==> src/inc/core_debug_scan_consts.svh <==
`ifndef CORE_DEBUG_SCAN_CONSTS_SVH
`define CORE_DEBUG_SCAN_CONSTS_SVH
// Command word layout shifted in during the instruction-register shift
`define CMD_W        10
`define CMD_READ     9
`define CMD_GO       8
`define CMD_EXIT     7
`define CMD_SEL_W    7
// Register select codes
`define SEL_NONE     7'h7F
`define SEL_CHAIN    7'h10
`define SEL_CTRL     7'h12
`define SEL_HALTCTL  7'h20
`define SEL_HALTSTAT 7'h30
// Word and chain widths
`define WORD_W       32
`define CHAIN_W      192
// Control word bits
`define CW_REQ       0
`define CW_WAKE      1
`define CW_ITOFF     2
`define CW_DTOFF     3
// Status word bits
`define SW_HALTED    0
`define SW_FAULT     1
`define SW_WAKE      2
`define SW_ENABLED   3
// Halt control bits
`define HC_EDM       31
`define HC_IDM       30
`define HC_IAC_LO    20
`define HC_DAC1_LD   19
`define HC_DAC1_ST   18
`define HC_DAC2_LD   17
`define HC_DAC2_ST   16
// Chain control word: operand substitute bit
`define CTL_SUBST    0
// No-operation encoding and resume step
`define NOP_WORD     32'h60000000
`define PC_STEP      32'h00000004
`endif

==> src/inc/core_debug_scan_pkg.sv <==
package core_debug_scan_pkg;
  // Result reported by the core for each instruction run in debug
  typedef struct packed {
    logic        valid;
    logic        writesBack;
    logic        loadUpdate;
    logic [31:0] result;
    logic [31:0] effAddr;
  } core_ret_s;
  // Everything the core needs to run one debug instruction
  typedef struct packed {
    logic [31:0] instr;
    logic [31:0] pc;
    logic [31:0] machine_state_image;
    logic        subst;
    logic [31:0] operand;
  } core_exec_s;
endpackage : core_debug_scan_pkg

==> src/design/core_debug_scan.sv <==
`timescale 1ns/100ps
`include "core_debug_scan_consts.svh"
// Summary of operation
// RQ1 - Capture program counter at entry, points at latch
// RQ2 - Exit with no-op resumes at copy plus four
// RQ3 - Low capture half latches instruction result
// RQ4 - High half holds load-with-update address
// RQ5 - Substitute flag feeds low half as operand
// RQ6 - Capture halves undefined without write-back
// RQ7 - Machine state image readable and writable
// RQ8 - Watchpoints only in internal or external halt
// RQ9 - Six outputs: four instruction, two data compares
// RQ10 - No enable; silent during debug session
// RQ11 - Halt event allow bit ignored for watchpoints
// RQ12 - Watchpoint asserts cycle after match
// RQ13 - Disabled data compare flags loads and stores
// RQ14 - Debugger enables unit before any operation
// RQ15 - Request plus keep-awake halts core in debug
// RQ16 - Status out on IR shift, chain on DR
// RQ17 - First halt control write sets only mode
// RQ18 - Debugger should disable translation during debug
// RQ19 - Debugger should clear interrupt allows in image
// RQ20 - Single step by go without exit
// RQ21 - Resume: clear request, go-exit, then wake
// RQ22 - Leave debug: clear controls, go-exit, wake
module core_debug_scan
  import core_debug_scan_pkg::*;
(
  input  wire logic        clk_sys,
  input  wire logic        rstn,
  // Test access pins, asynchronous to clk_sys
  input  wire logic        tck,
  input  wire logic        tms,
  input  wire logic        tdi,
  output logic             tdo,
  output logic             tdoEn,
  input  wire logic        debug_unit_enable_in,
  // Core side
  input  wire logic        coreHalted,
  input  wire logic        coreFault,
  input  wire logic [31:0] corePc,
  input  wire logic [31:0] coreInstr,
  input  wire logic [31:0] coreMsr,
  input  wire core_ret_s   coreRet,
  input  wire logic [3:0]  instrAddrMatch,
  input  wire logic [1:0]  dataAddrMatch,
  input  wire logic        dataIsStore,
  output logic             haltReq,
  output logic             stepGo,
  output logic             exitGo,
  output core_exec_s       execCmd,
  output logic             instrTranslateOff,
  output logic             dataTranslateOff,
  output logic [5:0]       watch_flag_out
);

  // One-hot test access controller states
  typedef enum logic [15:0] {
    RESET  = 16'h0001, IDLE   = 16'h0002, SELDR  = 16'h0004, CAPDR  = 16'h0008,
    SHDR   = 16'h0010, EX1DR  = 16'h0020, PAUSDR = 16'h0040, EX2DR  = 16'h0080,
    UPDR   = 16'h0100, SELIR  = 16'h0200, CAPIR  = 16'h0400, SHIR   = 16'h0800,
    EX1IR  = 16'h1000, PAUSIR = 16'h2000, EX2IR  = 16'h4000, UPIR   = 16'h8000
  } tap_e;

  // Standard next state on a test clock rise
  function automatic tap_e tapNext(input tap_e s, input logic m);
    case (s)
      RESET:   tapNext = m ? RESET : IDLE;
      IDLE:    tapNext = m ? SELDR : IDLE;
      SELDR:   tapNext = m ? SELIR : CAPDR;
      CAPDR:   tapNext = m ? EX1DR : SHDR;
      SHDR:    tapNext = m ? EX1DR : SHDR;
      EX1DR:   tapNext = m ? UPDR  : PAUSDR;
      PAUSDR:  tapNext = m ? EX2DR : PAUSDR;
      EX2DR:   tapNext = m ? UPDR  : SHDR;
      UPDR:    tapNext = m ? SELDR : IDLE;
      SELIR:   tapNext = m ? RESET : CAPIR;
      CAPIR:   tapNext = m ? EX1IR : SHIR;
      SHIR:    tapNext = m ? EX1IR : SHIR;
      EX1IR:   tapNext = m ? UPIR  : PAUSIR;
      PAUSIR:  tapNext = m ? EX2IR : PAUSIR;
      EX2IR:   tapNext = m ? UPIR  : SHIR;
      UPIR:    tapNext = m ? SELDR : IDLE;
      default: tapNext = RESET;
    endcase
  endfunction : tapNext

  // Data compare qualified by enabled access types
  function automatic logic dacHit(input logic m, input logic ld, input logic st,
                                  input logic isSt);
    // Fully disabled compare flags both kinds of access
    dacHit = m & ((!ld && !st) | (isSt ? st : ld));
  endfunction : dacHit

  // Pin synchronisers; stage 0 is read only by stage 1
  logic [2:0]            tckSync;       // Extra stage for edge finding
  logic [1:0]            tmsSync;
  logic [1:0]            tdiSync;
  logic [1:0]            enSync;
  logic                  tckRise;
  logic                  tckFall;
  logic                  unitOn;        // Debug unit enabled

  tap_e                  tapState;      // Controller state
  logic [`CMD_W-1:0]     irShift;       // Command shifter
  logic [`CMD_W-1:0]     cmd;           // Active command
  logic [`CHAIN_W-1:0]   drShift;       // Data shifter, shared by all selects
  logic [`WORD_W-1:0]    ctrlWord;      // Debug control word
  logic [`WORD_W-1:0]    haltCtl;       // Halt control 0
  logic [5:0]            haltStat;      // Sticky halt events
  logic [`WORD_W-1:0]    ctlWord;       // Chain control word
  logic [`WORD_W-1:0]    instrLatch;
  logic [`WORD_W-1:0]    pcCopy;
  logic [`WORD_W-1:0]    msrImage;
  logic [`WORD_W-1:0]    wbLow;
  logic [`WORD_W-1:0]    wbHigh;
  logic                  haltedQ;       // Core halted, previous cycle
  logic                  updDr;         // Update-DR taken this cycle
  logic                  updIr;
  logic                  capDr;
  logic                  capIr;
  logic [`CMD_SEL_W-1:0] sel;
  logic                  wr;
  logic                  modeOn;
  logic [5:0]            hits;          // Raw compare events, qualified
  logic [5:0]            enHits;        // Events enabled to set status
  logic [`WORD_W-1:0]    topWord;       // Last 32 bits shifted in

  // Test clock edges, found one stage past the synchroniser
  assign tckRise = tckSync[1] & ~tckSync[2];
  assign tckFall = ~tckSync[1] & tckSync[2];
  assign unitOn  = enSync[1];
  assign sel     = cmd[`CMD_SEL_W-1:0];
  assign wr      = ~cmd[`CMD_READ];
  // Capture and update act on the rise that leaves their state
  assign updDr   = tckRise & (tapState == UPDR);
  assign updIr   = tckRise & (tapState == UPIR);
  assign capDr   = tckRise & (tapState == CAPDR);
  assign capIr   = tckRise & (tapState == CAPIR);
  assign topWord = drShift[`CHAIN_W-1 -: `WORD_W];
  assign modeOn  = haltCtl[`HC_EDM] | haltCtl[`HC_IDM];  // RQ8 RQ11

  // Compare events: instruction ones raw, data ones access-qualified
  assign hits = {dacHit(dataAddrMatch[1], haltCtl[`HC_DAC2_LD], haltCtl[`HC_DAC2_ST],
                        dataIsStore),
                 dacHit(dataAddrMatch[0], haltCtl[`HC_DAC1_LD], haltCtl[`HC_DAC1_ST],
                        dataIsStore),
                 instrAddrMatch};  // RQ9 RQ13
  assign enHits = {dataAddrMatch[1] & (haltCtl[`HC_DAC2_LD] | haltCtl[`HC_DAC2_ST]),
                   dataAddrMatch[0] & (haltCtl[`HC_DAC1_LD] | haltCtl[`HC_DAC1_ST]),
                   instrAddrMatch & haltCtl[`HC_IAC_LO +: 4]} & hits;

  // Two flip-flop synchronisers on every pin
  always_ff @(posedge clk_sys or negedge rstn) begin
    if (!rstn) begin
      tckSync <= 3'h0;
      tmsSync <= 2'h3;
      tdiSync <= 2'h0;
      enSync  <= 2'h0;
    end else begin
      tckSync <= {tckSync[1:0], tck};
      tmsSync <= {tmsSync[0], tms};
      tdiSync <= {tdiSync[0], tdi};
      enSync  <= {enSync[0], debug_unit_enable_in};
    end
  end

  // Controller; held in reset while the unit is disabled
  always_ff @(posedge clk_sys or negedge rstn) begin
    if (!rstn) begin
      tapState <= RESET;
    end else if (!unitOn) begin
      tapState <= RESET;  // RQ14
    end else if (tckRise) begin
      tapState <= tapNext(tapState, tmsSync[1]);
    end
  end

  // Command shifter: status word goes out while command comes in
  always_ff @(posedge clk_sys or negedge rstn) begin
    if (!rstn) begin
      irShift <= '0;
      cmd     <= {3'h0, `SEL_NONE};
    end else if (tapState == RESET) begin
      cmd     <= {3'h0, `SEL_NONE};
    end else if (capIr) begin
      // Status snapshot on capture
      irShift <= '0;
      irShift[`SW_HALTED]  <= coreHalted;
      irShift[`SW_FAULT]   <= coreFault;
      irShift[`SW_WAKE]    <= ctrlWord[`CW_WAKE];
      irShift[`SW_ENABLED] <= unitOn;  // RQ16
    end else if (tckRise && tapState == SHIR) begin
      irShift <= {tdiSync[1], irShift[`CMD_W-1:1]};
    end else if (updIr) begin
      cmd <= irShift;
    end
  end

  // Data shifter; narrow registers load low and end up at the top
  always_ff @(posedge clk_sys or negedge rstn) begin
    if (!rstn) begin
      drShift <= '0;
    end else if (capDr) begin
      drShift <= '0;
      case (sel)
        `SEL_CHAIN:    drShift <= {ctlWord, instrLatch, pcCopy,
                                   msrImage, wbHigh, wbLow};  // RQ7 RQ16
        `SEL_CTRL:     drShift[`WORD_W-1:0] <= ctrlWord;
        `SEL_HALTCTL:  drShift[`WORD_W-1:0] <= haltCtl;
        `SEL_HALTSTAT: drShift[5:0] <= haltStat;
        default:       drShift[0] <= 1'b0;  // Bypass bit
      endcase
    end else if (tckRise && tapState == SHDR) begin
      drShift <= {tdiSync[1], drShift[`CHAIN_W-1:1]};
    end
  end

  // Output pin changes on the test clock fall
  // Falling-edge launch gives the probe half a period of setup
  always_ff @(posedge clk_sys or negedge rstn) begin
    if (!rstn) begin
      tdo   <= 1'b0;
      tdoEn <= 1'b0;
    end else if (tckFall) begin
      tdoEn <= (tapState == SHDR) | (tapState == SHIR);
      tdo   <= (tapState == SHIR) ? irShift[0] : drShift[0];
    end
  end

  // Debug control word and the halt request it drives
  always_ff @(posedge clk_sys or negedge rstn) begin
    if (!rstn) begin
      ctrlWord <= '0;
      haltReq  <= 1'b0;
      instrTranslateOff <= 1'b0;
      dataTranslateOff  <= 1'b0;
    end else begin
      if (updDr && wr && sel == `SEL_CTRL) begin
        ctrlWord <= topWord;
      end
      // Halt only with both request and keep-awake set
      haltReq <= ctrlWord[`CW_REQ] & ctrlWord[`CW_WAKE] & unitOn;  // RQ15
      instrTranslateOff <= ctrlWord[`CW_ITOFF];
      dataTranslateOff  <= ctrlWord[`CW_DTOFF];
    end
  end

  // Halt control; while external mode is clear only that bit lands
  always_ff @(posedge clk_sys or negedge rstn) begin
    if (!rstn) begin
      haltCtl <= '0;
    end else if (updDr && wr && sel == `SEL_HALTCTL) begin
      if (!haltCtl[`HC_EDM]) begin
        haltCtl[`HC_EDM] <= topWord[`HC_EDM];  // RQ17
      end else begin
        haltCtl <= topWord;
      end
    end
  end

  // Sticky halt events; a new event beats a clear in the same cycle
  always_ff @(posedge clk_sys or negedge rstn) begin
    if (!rstn) begin
      haltStat <= '0;
    end else begin
      if (updDr && wr && sel == `SEL_HALTSTAT) begin
        haltStat <= (haltStat & ~topWord[5:0]) | enHits;
      end else begin
        haltStat <= haltStat | enHits;
      end
    end
  end

  // Watchpoints: one cycle after the compare, muted while halted
  // Muting keeps debugger-run instructions from raising flags
  always_ff @(posedge clk_sys or negedge rstn) begin
    if (!rstn) begin
      watch_flag_out <= '0;
    end else begin
      watch_flag_out <= (modeOn && !coreHalted) ? hits : 6'h00;  // RQ8 RQ10 RQ12
    end
  end

  // Chain contents: entry capture, scan writes, instruction results
  // Entry capture outranks a scan write landing in the same cycle
  always_ff @(posedge clk_sys or negedge rstn) begin
    if (!rstn) begin
      haltedQ    <= 1'b0;
      ctlWord    <= '0;
      instrLatch <= `NOP_WORD;
      pcCopy     <= '0;
      msrImage   <= '0;
      wbLow      <= '0;
      wbHigh     <= '0;
    end else begin
      haltedQ <= coreHalted;
      if (coreHalted && !haltedQ) begin
        // Entry: counter points at the latched instruction
        pcCopy     <= corePc;     // RQ1
        instrLatch <= coreInstr;  // RQ1
        msrImage   <= coreMsr;    // RQ7
      end else if (updDr && wr && sel == `SEL_CHAIN) begin
        {ctlWord, instrLatch, pcCopy, msrImage, wbHigh, wbLow} <= drShift;  // RQ7
      end else if (coreRet.valid) begin
        // Results without write-back leave the low half stale; a load-with-update still sets the high half
        if (coreRet.writesBack) begin
          wbLow <= coreRet.result;  // RQ3 RQ6
        end
        if (coreRet.loadUpdate) begin
          wbHigh <= coreRet.effAddr;  // RQ4
        end
      end
    end
  end

  // Go commands fire on the chain update that carries them
  // A running core cannot take a go, so it is dropped then
  always_ff @(posedge clk_sys or negedge rstn) begin
    if (!rstn) begin
      stepGo  <= 1'b0;
      exitGo  <= 1'b0;
      execCmd <= '0;
    end else begin
      stepGo <= 1'b0;
      exitGo <= 1'b0;
      if (updDr && wr && sel == `SEL_CHAIN && cmd[`CMD_GO] && coreHalted) begin
        stepGo <= ~cmd[`CMD_EXIT];  // RQ20
        exitGo <= cmd[`CMD_EXIT];   // RQ21 RQ22
        execCmd.instr <= drShift[`CHAIN_W-`WORD_W-1 -: `WORD_W];
        execCmd.machine_state_image   <= drShift[3*`WORD_W-1 -: `WORD_W];
        // Exit on a no-op: run it, then fetch from copy plus four
        execCmd.pc <= (cmd[`CMD_EXIT] &&
                       drShift[`CHAIN_W-`WORD_W-1 -: `WORD_W] == `NOP_WORD) ?
                      drShift[4*`WORD_W-1 -: `WORD_W] + `PC_STEP :
                      drShift[4*`WORD_W-1 -: `WORD_W];  // RQ2
        // Substitute low half as source operand
        execCmd.subst   <= drShift[`CHAIN_W-`WORD_W+`CTL_SUBST];  // RQ5
        execCmd.operand <= drShift[`WORD_W-1:0];                  // RQ5
      end
    end
  end

endmodule : core_debug_scan

==> config.mk <==
export PLATFORM = sky130hd
export DESIGN_NAME = core_debug_scan
export DESIGN_NICKNAME = d
export VERILOG_FILES = /design/src/inc/core_debug_scan_pkg.sv /design/src/design/core_debug_scan.sv
export VERILOG_INCLUDE_DIRS = /design/src /design/src/inc
export SDC_FILE = /design/constraint.sdc
export NUM_CORES = 1
export LEC_CHECK = 0
export BUFFER_PORTS_ARGS = -buffer_cell sky130_fd_sc_hd__buf_4
export CAP_MARGIN = 25
export CORE_MARGIN = 3
export CORE_UTILIZATION = 55
export DETAILED_ROUTE_END_ITERATION = 8
export PLACE_DENSITY = 0.75
export SLEW_MARGIN = 20
export SYNTH_ARGS = -nofsm -noshare
export SYNTH_HDL_FRONTEND = slang
export SYNTH_SLANG_ARGS = --single-unit
==> constraint.sdc <==
create_clock -name clk_sys -period 4.9 [get_ports clk_sys]
set_input_delay 0.735 -clock clk_sys [delete_from_list [all_inputs] [get_ports clk_sys]]
set_output_delay 0.735 -clock clk_sys [all_outputs]
set_load 0.01 [all_outputs]
* Yosys cells after proc, flatten, opt, wreduce, memory -nomap -nowiden
Index checks and enable logic that the tools add are counted.
Storage, ports and cells: register bits 642, logic and storage cells 170, input port bits 178
Operators by class: $add $sub $neg 1, bitwise gates (word level) 30, equal/unequal tests 24, multiplexer cells 47, reductions and logical operators 36
Operator list (number):
- $mux W32 | 13
- $mux W192 | 2
- $pmux W16 S12 | 1
- $mux W160 | 1
- $pmux W26 S3 | 1
- $mux W10 | 7
- $mux W16 | 4
- $add A32 B3 Y32 const B | 1
- $eq A32 B31 Y1 const B | 1
- $pmux W5 S4 | 1
- $mux W6 | 3
- $mux W9 | 2
- $eq A16 B1 Y1 const B | 1
- $eq A16 B10 Y1 const B | 1
- $eq A16 B11 Y1 const B | 1
- $eq A16 B12 Y1 const B | 1
- $eq A16 B13 Y1 const B | 1
- $eq A16 B14 Y1 const B | 1
- $eq A16 B15 Y1 const B | 1
- $eq A16 B16 Y1 const B | 1
- $eq A16 B2 Y1 const B | 1
- $eq A16 B3 Y1 const B | 1
- $eq A16 B4 Y1 const B | 1
- $eq A16 B5 Y1 const B | 1
- 30 further kinds | 89

* Depth between registers and ports, before layout
Gate-level depths: netlist of run 1.
word-level depth 8, mapped depth 10, gate-level depth less buffers 6

* Worst setup path before layout of run 1
OpenSTA, ideal clock, no wires.
path kind reg2reg, start point register tapState[11], end point register execCmd[100] in the netlist's numbering, slack 2.227 ns, period minus slack after synthesis 2.673 ns, setup time 0.116 ns, stages on the path, launching flop included 11, data arrival time 2.557 ns, data required time 4.784 ns, buffers on the path 4, cell sequence dfrtp_1 -> buf_2 -> or4_1 -> or3_1 -> or3_1 -> buf_4 -> or2_1 -> buf_4 -> buf_6 -> nand2_1 -> nand2_1
On the way: word-level cells in the longest chain between the ends 6
Ends and longest elaborated chain:
- from (decl) | line core_debug_scan.sv:104 | tap_e tapState;
- from (signal assigned) | line core_debug_scan.sv:175 | tapState <= tapNext(tapState, tmsSync[1]);
- $eq A16 B9 Y1 | line core_debug_scan.sv:136 | assign updDr = tckRise & (tapState == UPDR);
- $and A1 B1 Y1 | line core_debug_scan.sv:136
- $logic_and A1 B1 Y1 | line core_debug_scan.sv:327 | if (updDr && wr && sel == `SEL_CHAIN && cmd[`CMD_GO] && coreHalted) begin
- $logic_and A1 B1 Y1 (no line)
- $logic_and A1 B1 Y1 (2 in a row) | line core_debug_scan.sv:327
- to (decl) | line core_debug_scan.sv:51 | output core_exec_s execCmd,
Every way passes these cells. A chain may end at the register's enable or synchronous reset.

* Final worst setup path of run 1
start point register tapState[11], end point register wbLow[17]
On the way: word-level cells in the longest chain between the ends 6
Ends and longest elaborated chain:
- $eq A16 B9 Y1 (*) | line core_debug_scan.sv:136
- $and A1 B1 Y1 (*) | line core_debug_scan.sv:136
- $logic_and A1 B1 Y1 (*) | line core_debug_scan.sv:303 | end else if (updDr && wr && sel == `SEL_CHAIN) begin
- $logic_and A1 B1 Y1 (no line) (*)
- $reduce_bool A2 Y1 (no line)
- $reduce_and A3 Y1 (no line)
- to (signal assigned) | line core_debug_scan.sv:304 | {ctlWord, instrLatch, pcCopy, msrImage, wbHigh, wbLow} <= drShift;
- to (signal assigned) | line core_debug_scan.sv:308 | wbLow <= coreRet.result;
- to (decl) | line core_debug_scan.sv:115 | logic [`WORD_W-1:0] wbLow;
Mark *: on every way between the ends. The rest lies on a longest branch, timed or not.

==> results of run 1 <==
==> synth_stat cells (all sizes together) (2+ instances only) <==
master	count	share of area
dfrtp	630	0.54
nand2	573	0.074
nor2	345	0.044
o21ai	277	0.047
a21oi	246	0.043
o21a	160	0.041
clkbuf	152	0.020
mux2i	131	0.045
mux2	98	0.038
buf	86	0.016
a31oi	73	0.016
o2bb2ai	33	0.0099
nand3	31	0.0053
o22ai	26	0.0056
xor2	20	0.0060
nand4	17	0.0036
nor4	16	0.0039
xnor2	16	0.0048
nor3	14	0.0027
dfstp	12	0.011
inv	11	0.0014
and2	9	0.0019
and3	9	0.0019
nor2b	8	0.0017
or4	8	0.0022
a21boi	7	0.0018
a22o	5	0.0015
or3	5	0.0011
nor4b	4	0.0012
o31ai	4	0.0010
nand2b	3	0.00064
nand3b	3	0.00077
and4	2	0.00060
nand4b	2	0.00060
nor3b	2	0.00051
or2	2	0.00043
or3b	2	0.00060
or4b	2	0.00069
==> power by group through the flow <==
stage	Combinational (mW)	Clock, mW	Sequential, mW
6_report	0.568	5.25	5.61
5_1_grt	0.643	5.57	5.63
4_1_cts	0.576	5.33	5.61
3_5_place_dp	0.575	0	5.70
3_3_place_gp	0.551	0	5.69
2_1_floorplan	0.260	0	5.66
==> stage by stage <==
step	worst slack (ns)	cell area, sq um
detailed placement	1.23	31900
global route	0.992	34200
finish	1.16	34200
CTS	1.21	34200
global placement	1.43	31900
floorplan	2.23	29200
==> flip-flops by register name, summed over array words and instances (netlist names), 2 cells and up <==
register and count:
tapState 16, wbHigh 32, drShift 192, tdiSync 2, instrLatch 32, cmd 10
irShift 10, wbLow 32, msrImage 32, pcCopy 32, ctrlWord 32, enSync 2
execCmd 129, tckSync 3, tmsSync 2, ctlWord 32, haltCtl 32, haltStat 6
watch_flag_out 6
==> cell type report <==
| class | count | area (sq um) | area share |
|---|---|---|---|
| Clock buffer | 102 | 2060 | 0.0603 |
| Clock inverter | 22 | 233 | 0.00680 |
| Inverter | 11 | 41.3 | 0.00121 |
| Multi-Input combinational cell | 2162 | 12100 | 0.354 |
| Sequential cell | 642 | 16100 | 0.470 |
| Tap cell | 680 | 851 | 0.0249 |
| Timing Repair Buffer | 355 | 2820 | 0.0825 |
==> critical path, stage by stage, from the launching register on <==
cell and delay, ns:
dfrtp_1 0.56, or4_1 0.64, or3_1 0.39, or3_4 0.57, buf_4 0.36, a21oi_4 0.17
buf_4 0.56, nor2_1 0.13, a31oi_1 0.21
==> worst max-delay path by stage <==
stage / cells after the start / to / slack (ns) / start
4_1_cts: 8 / wbLow[17]$_DFFE_PN0P_ / 1.21 / tapState[11]$_DFFE_PN0P_
2_1_floorplan: 10 / execCmd[100]$_DFFE_PN0P_ / 2.23 / tapState[11]$_DFFE_PN0P_
5_1_grt: 8 / wbLow[21]$_DFFE_PN0P_ / 0.99 / tapState[11]$_DFFE_PN0P_
3_5_place_dp: 8 / wbLow[17]$_DFFE_PN0P_ / 1.23 / tapState[11]$_DFFE_PN0P_
3_3_place_gp: 8 / wbLow[15]$_DFFE_PN0P_ / 1.43 / tapState[11]$_DFFE_PN0P_
6_report: 8 / wbLow[17]$_DFFE_PN0P_ / 1.16 / tapState[11]$_DFFE_PN0P_
==> cell families (layout without fill, tap and decap cells) <==
kind of cell / count (synthesis) / count (layout) / share of synthesized area
DFF: 642 / 642 / 0.551
xor gates and xnor gates: 36 / 36 / 0.0108
muxes: 229 / 229 / 0.0827
buffers and inverters: 249 / 490 / 0.0370
and+or+nand+nor: 1059 / 1059 / 0.149
AOI/OAI and AO/OA: 837 / 837 / 0.169
adders and majority gates: 1 / 1 / 0.000429
==> per-layer routing <==
layer / wire [um] / part of all wire / global-route usage / vias to the layer above
met1: 33700 / 0.42 / 0.376 / 11904
li1: - / - / - / 10861
met2: 38100 / 0.48 / 0.459 / 802
met5: 13 / 0.00016 / 0 / -
met4: 2430 / 0.031 / 0.0975 / 2
met3: 5110 / 0.064 / 0.0575 / 149
==> flow_summary.ini, run 1 <==
[run_status]
outcome = complete, no violations

[synth]
syn_area_per_cell_sq_um = 9.56
synth-main-ff-cell = dfrtp_1
syn-instance-count = 3053
synth_warnings = 0
yosysSeqAreaShare = 0.551
synth.distinct_cells = 60
async_flop_share = 1.00
syn_nets = 3232
syn_area_sq_um = 29200
synth_edf_count = 0
ys_ff_latch = 642

[placed_design]
numPortBuffers = 319
hpwl_um = 47700
place_congestion = 0.874
dp_cells = 3849

[timing]
hold_slack_ns = 0.246
final.min_clock_period_ns = 3.74
slew_violations = 0
skew_ns = 0.0175
period_share = 0.763
final.setup.tns_ns = 0
hold_viol_final = 0
worst-slew-pin-transition_ns = 1.01
max_freq_mhz = 267
max_slew_margin = 0.322
rsz0062_at_grt = no
final-setup-viol-count = 0

[drt]
dr.pass1.iters = 5
vias_per_cell = 5.97
ant_nets = 0
wl_um = 79400
wl_per_cell_um = 20.0
drcViolationCount = 0
first_iter_violations = 1879
num_vias = 23718

[setup_path]
critPathCaptureType = flip-flop
required_ns = 5.41
path_class = reg2reg
rr_endpoint = wbLow[17]$_DFFE_PN0P_
arrival_ns = 4.25
startpoint_type = flip-flop
r2r_cells = 8
r2r_slack_ns = 1.16
crit_fanout = 64
worstReg2RegStart = tapState[11]$_DFFE_PN0P_

[clocking]
cts_tree = yes
clock_tree.root_cell = clkbuf_16
clk_pin_slew_worst_paths_ns = 0.06
cts_sinks = 642
cts_buffers = 69
ctsResizeCount = 0
worstSkewPairLatency_ns = 0.60
cts_setup_buffers = 0
ctsHoldBuffers = 0
htreeDepth = 3
clock_path_buffers = 3

[layout]
fin_util = 0.659
layout.nets = 3420
layout_common_cells = 630 x dfrtp_1, 573 x nand2_1, 343 x nor2_1
area_delta_synth_final_pct = 17.2
final_common_cell = dfrtp_1
fillers = 4118
final_cells = 3974
n_antenna_cell = 0
drive_gt1_frac = 0.179

[pwr]
power.density_nw_per_um2 = 334
internal-power_mw = 8.87
p_leak_nw = 17.4
ir_worst_vdd_uv = 218
pwr-share-comb = 0.050
p_sw_mw = 2.56
switching_share = 0.224
finalPower_mw = 11.4
clockPowerShare = 0.459
seqPwrFrac = 0.491

[die]
rows = 83
die-area_sq_um = 55900
initial_utilization = 0.562
core_area_sq_um = 51900
die-width_um = 236
pin_count = 320
fp.dieH_um = 236

[job]
max-cap-violations = 0

[global_routing]
grt_start_max_net_pins = 194
grt-ovfl-total = 0
grt_pass1_vias = 24344
grt_pass1_wl_um = 128000
antenna_found_initial = 1
grt_usage = 0.281

[hold_path]
hp-class = in2async
(Power assumes the default switching activity.)
==> run 2: changes to the inputs <==
==> constraint.sdc (replaced) <==
create_clock -name clk_sys -period 3.8 [get_ports clk_sys]
set_input_delay 0.57 -clock clk_sys [delete_from_list [all_inputs] [get_ports clk_sys]]
set_output_delay 0.57 -clock clk_sys [all_outputs]
set_load 0.01 [all_outputs]
==> run 2 against run 1 <==
Compared with the run above:
- global-route usage hardly changed
- final area up 0.50%
- critical path depth shrank 1
- register-to-register slack worse by 0.71 ns
- worst setup slack worse by 0.71 ns
- via count increased by 0.26%
==> flow_summary.ini, run 2 (synthesis gave the netlist of run 1 again) <==
[placed_design]
hpwl_um = 48600
place_congestion = 0.870
numPortBuffers = 319
post-place-ws_ns = 0.559

[timing]
final.min_clock_period_ns = 3.34
worst-slew-pin-transition_ns = 1.04
max_freq_mhz = 299
hold_viol_final = 0
period_share = 0.880
slew_violations = 0
fin_ws_ns = 0.455
final-setup-viol-count = 0
skew_ns = 0.0183
rsz0062_at_grt = no
max_slew_margin = 0.310
final.setup.tns_ns = 0

[clocking]
cts_buffers = 68
worstSkewPairLatency_ns = 0.60
clock_path_buffers = 3
ctsResizeCount = 0
cts_sinks = 642
clock_tree.root_cell = clkbuf_16
cts_tree = yes
htreeDepth = 3
clk_pin_slew_worst_paths_ns = 0.06

[layout]
layout_common_cells = 630 x dfrtp_1, 573 x nand2_1, 349 x buf_4
final_common_cell = dfrtp_1
top_regs = drShift (192), execCmd (129)
area_delta_synth_final_pct = 17.8
drive_gt1_frac = 0.179
largest_register = drShift
largest_reg_flops = 192
layout.nets = 3435
fillers = 4037
n_antenna_cell = 0

[pwr]
clockPowerShare = 0.458
p_sw_mw = 3.33
internal-power_mw = 11.4
power.density_nw_per_um2 = 428
ir_worst_vdd_uv = 469
seqPwrFrac = 0.492
p_leak_nw = 17.5
pwr-share-comb = 0.051
switching_share = 0.226

[global_routing]
grt_usage = 0.281
grt-ovfl-total = 0
grt_pass1_vias = 24312
antenna_found_initial = 1
grt_start_max_net_pins = 201
grt_pass1_wl_um = 129000

[setup_path]
critPathCaptureType = flip-flop
required_ns = 4.29
crit_buf_inv = 1
worstReg2RegStart = tapState[11]$_DFFE_PN0P_
slowest_stage = or3b_4
startpoint_type = flip-flop
crit_start = tapState[11]$_DFFE_PN0P_
crit_fanout = 80
crit_chain = nor4_1 > nand4_1 > or3b_4 > buf_4 > nor2_1 > o21ai_0 > o21a_1
slowest_delay_ns = 0.67
crit_cells = 7
path_class = reg2reg
arrival_ns = 3.83
critPathTopFamily = simple AND/OR/NAND/NOR gates
r2r_cells = 7

[run_status]
outcome = complete, no violations

[job]
max-cap-violations = 0

[hold_path]
hold_path.startpoint = tms
hp-class = in2reg
hold_depth = 1

[drt]
vias_per_cell = 5.96
num_vias = 23780
first_iter_violations = 1982
wl_um = 79300
drcViolationCount = 0
ant_nets = 0
dr.pass1.iters = 5
wl_per_cell_um = 19.9

[die]
die-area_sq_um = 55900
pin_count = 320
rows = 83
initial_utilization = 0.562
fp.dieH_um = 236
core_area_sq_um = 51900
die-width_um = 236
run 2: cell types whose count changed in the layout (fill, tap and decap cells not counted), moves of 2 or more:
cell        before  now
clkbuf_8        15   11
clkbuf_16       72   70
buf_12          10   20
clkbuf_1        15   24
clkinv_2        14    8
buf_4          342  349
clkinvlp_4       0    3
run 2: layout make-up:
| class | count | area (sq um) | area share |
|---|---|---|---|
| clock buffers | 105 | 1990 | 0.0580 |
| clock inverters | 21 | 264 | 0.00768 |
| inverters | 11 | 41.3 | 0.00120 |
| multi-input cells | 2162 | 12100 | 0.352 |
| flip-flops and latches | 642 | 16100 | 0.468 |
| well taps | 680 | 851 | 0.0247 |
| repair buffers | 371 | 3050 | 0.0886 |
run 2: power by group through the flow:
stage	registers (mW)	logic, mW	clock network (mW)
global placement	7.34	0.724	0
CTS	7.23	0.755	6.84
global route	7.26	0.841	7.14
detailed placement	7.35	0.752	0
finish	7.23	0.743	6.73
floorplan	7.30	0.336	0
run 2: final timing paths:
check	to	slack [ns]
max	drShift[102]$_DFFE_PN0P_	0.46
min	tmsSync[0]$_DFF_PN1_	0.07
max reg2reg	drShift[102]$_DFFE_PN0P_	0.46
min reg2reg	tckSync[1]$_DFF_PN0_	0.35
max in group asynchronous	ctrlWord[11]$_DFFE_PN0P_	2.31
min in group asynchronous	execCmd[106]$_DFFE_PN0P_	0.50
run 2: metrics by stage:
step	area [sq um]	hold WS [ns]	total power, mW	utilization	instances
2_1_floorplan	29200	0.274	7.64	-	3053
3_3_place_gp	32100	0.335	8.06	0.619	3865
3_5_place_dp	32100	0.335	8.10	0.619	3865
4_1_cts	34400	0.0326	14.8	0.662	3992
5_1_grt	34400	0.0482	15.2	0.662	3992
6_report	34400	0.0706	14.7	0.662	3992
run 2: worst register-to-register path, stage by stage, from the launching register on:
cell,delay (ns)
dfrtp_1,0.57
nor4_1,0.62
nand4_1,0.25
or3b_4,0.67
buf_4,0.52
nor2_1,0.27
o21ai_0,0.14
o21a_1,0.19
run 2: repair_timing:
action                                 CTS  global route
endpoints found under the hold margin   42             0
hold buffers                             1             0
buffers inserted                         0             0
run 2: routing by layer:
| layer | routed length (um) | global-route usage |
|---|---|---|
| met1 | 33600 | 0.381 |
| met2 | 38500 | 0.462 |
| met3 | 5070 | 0.0500 |
| met4 | 2220 | 0.0944 |
| met5 | 13 | 0 |
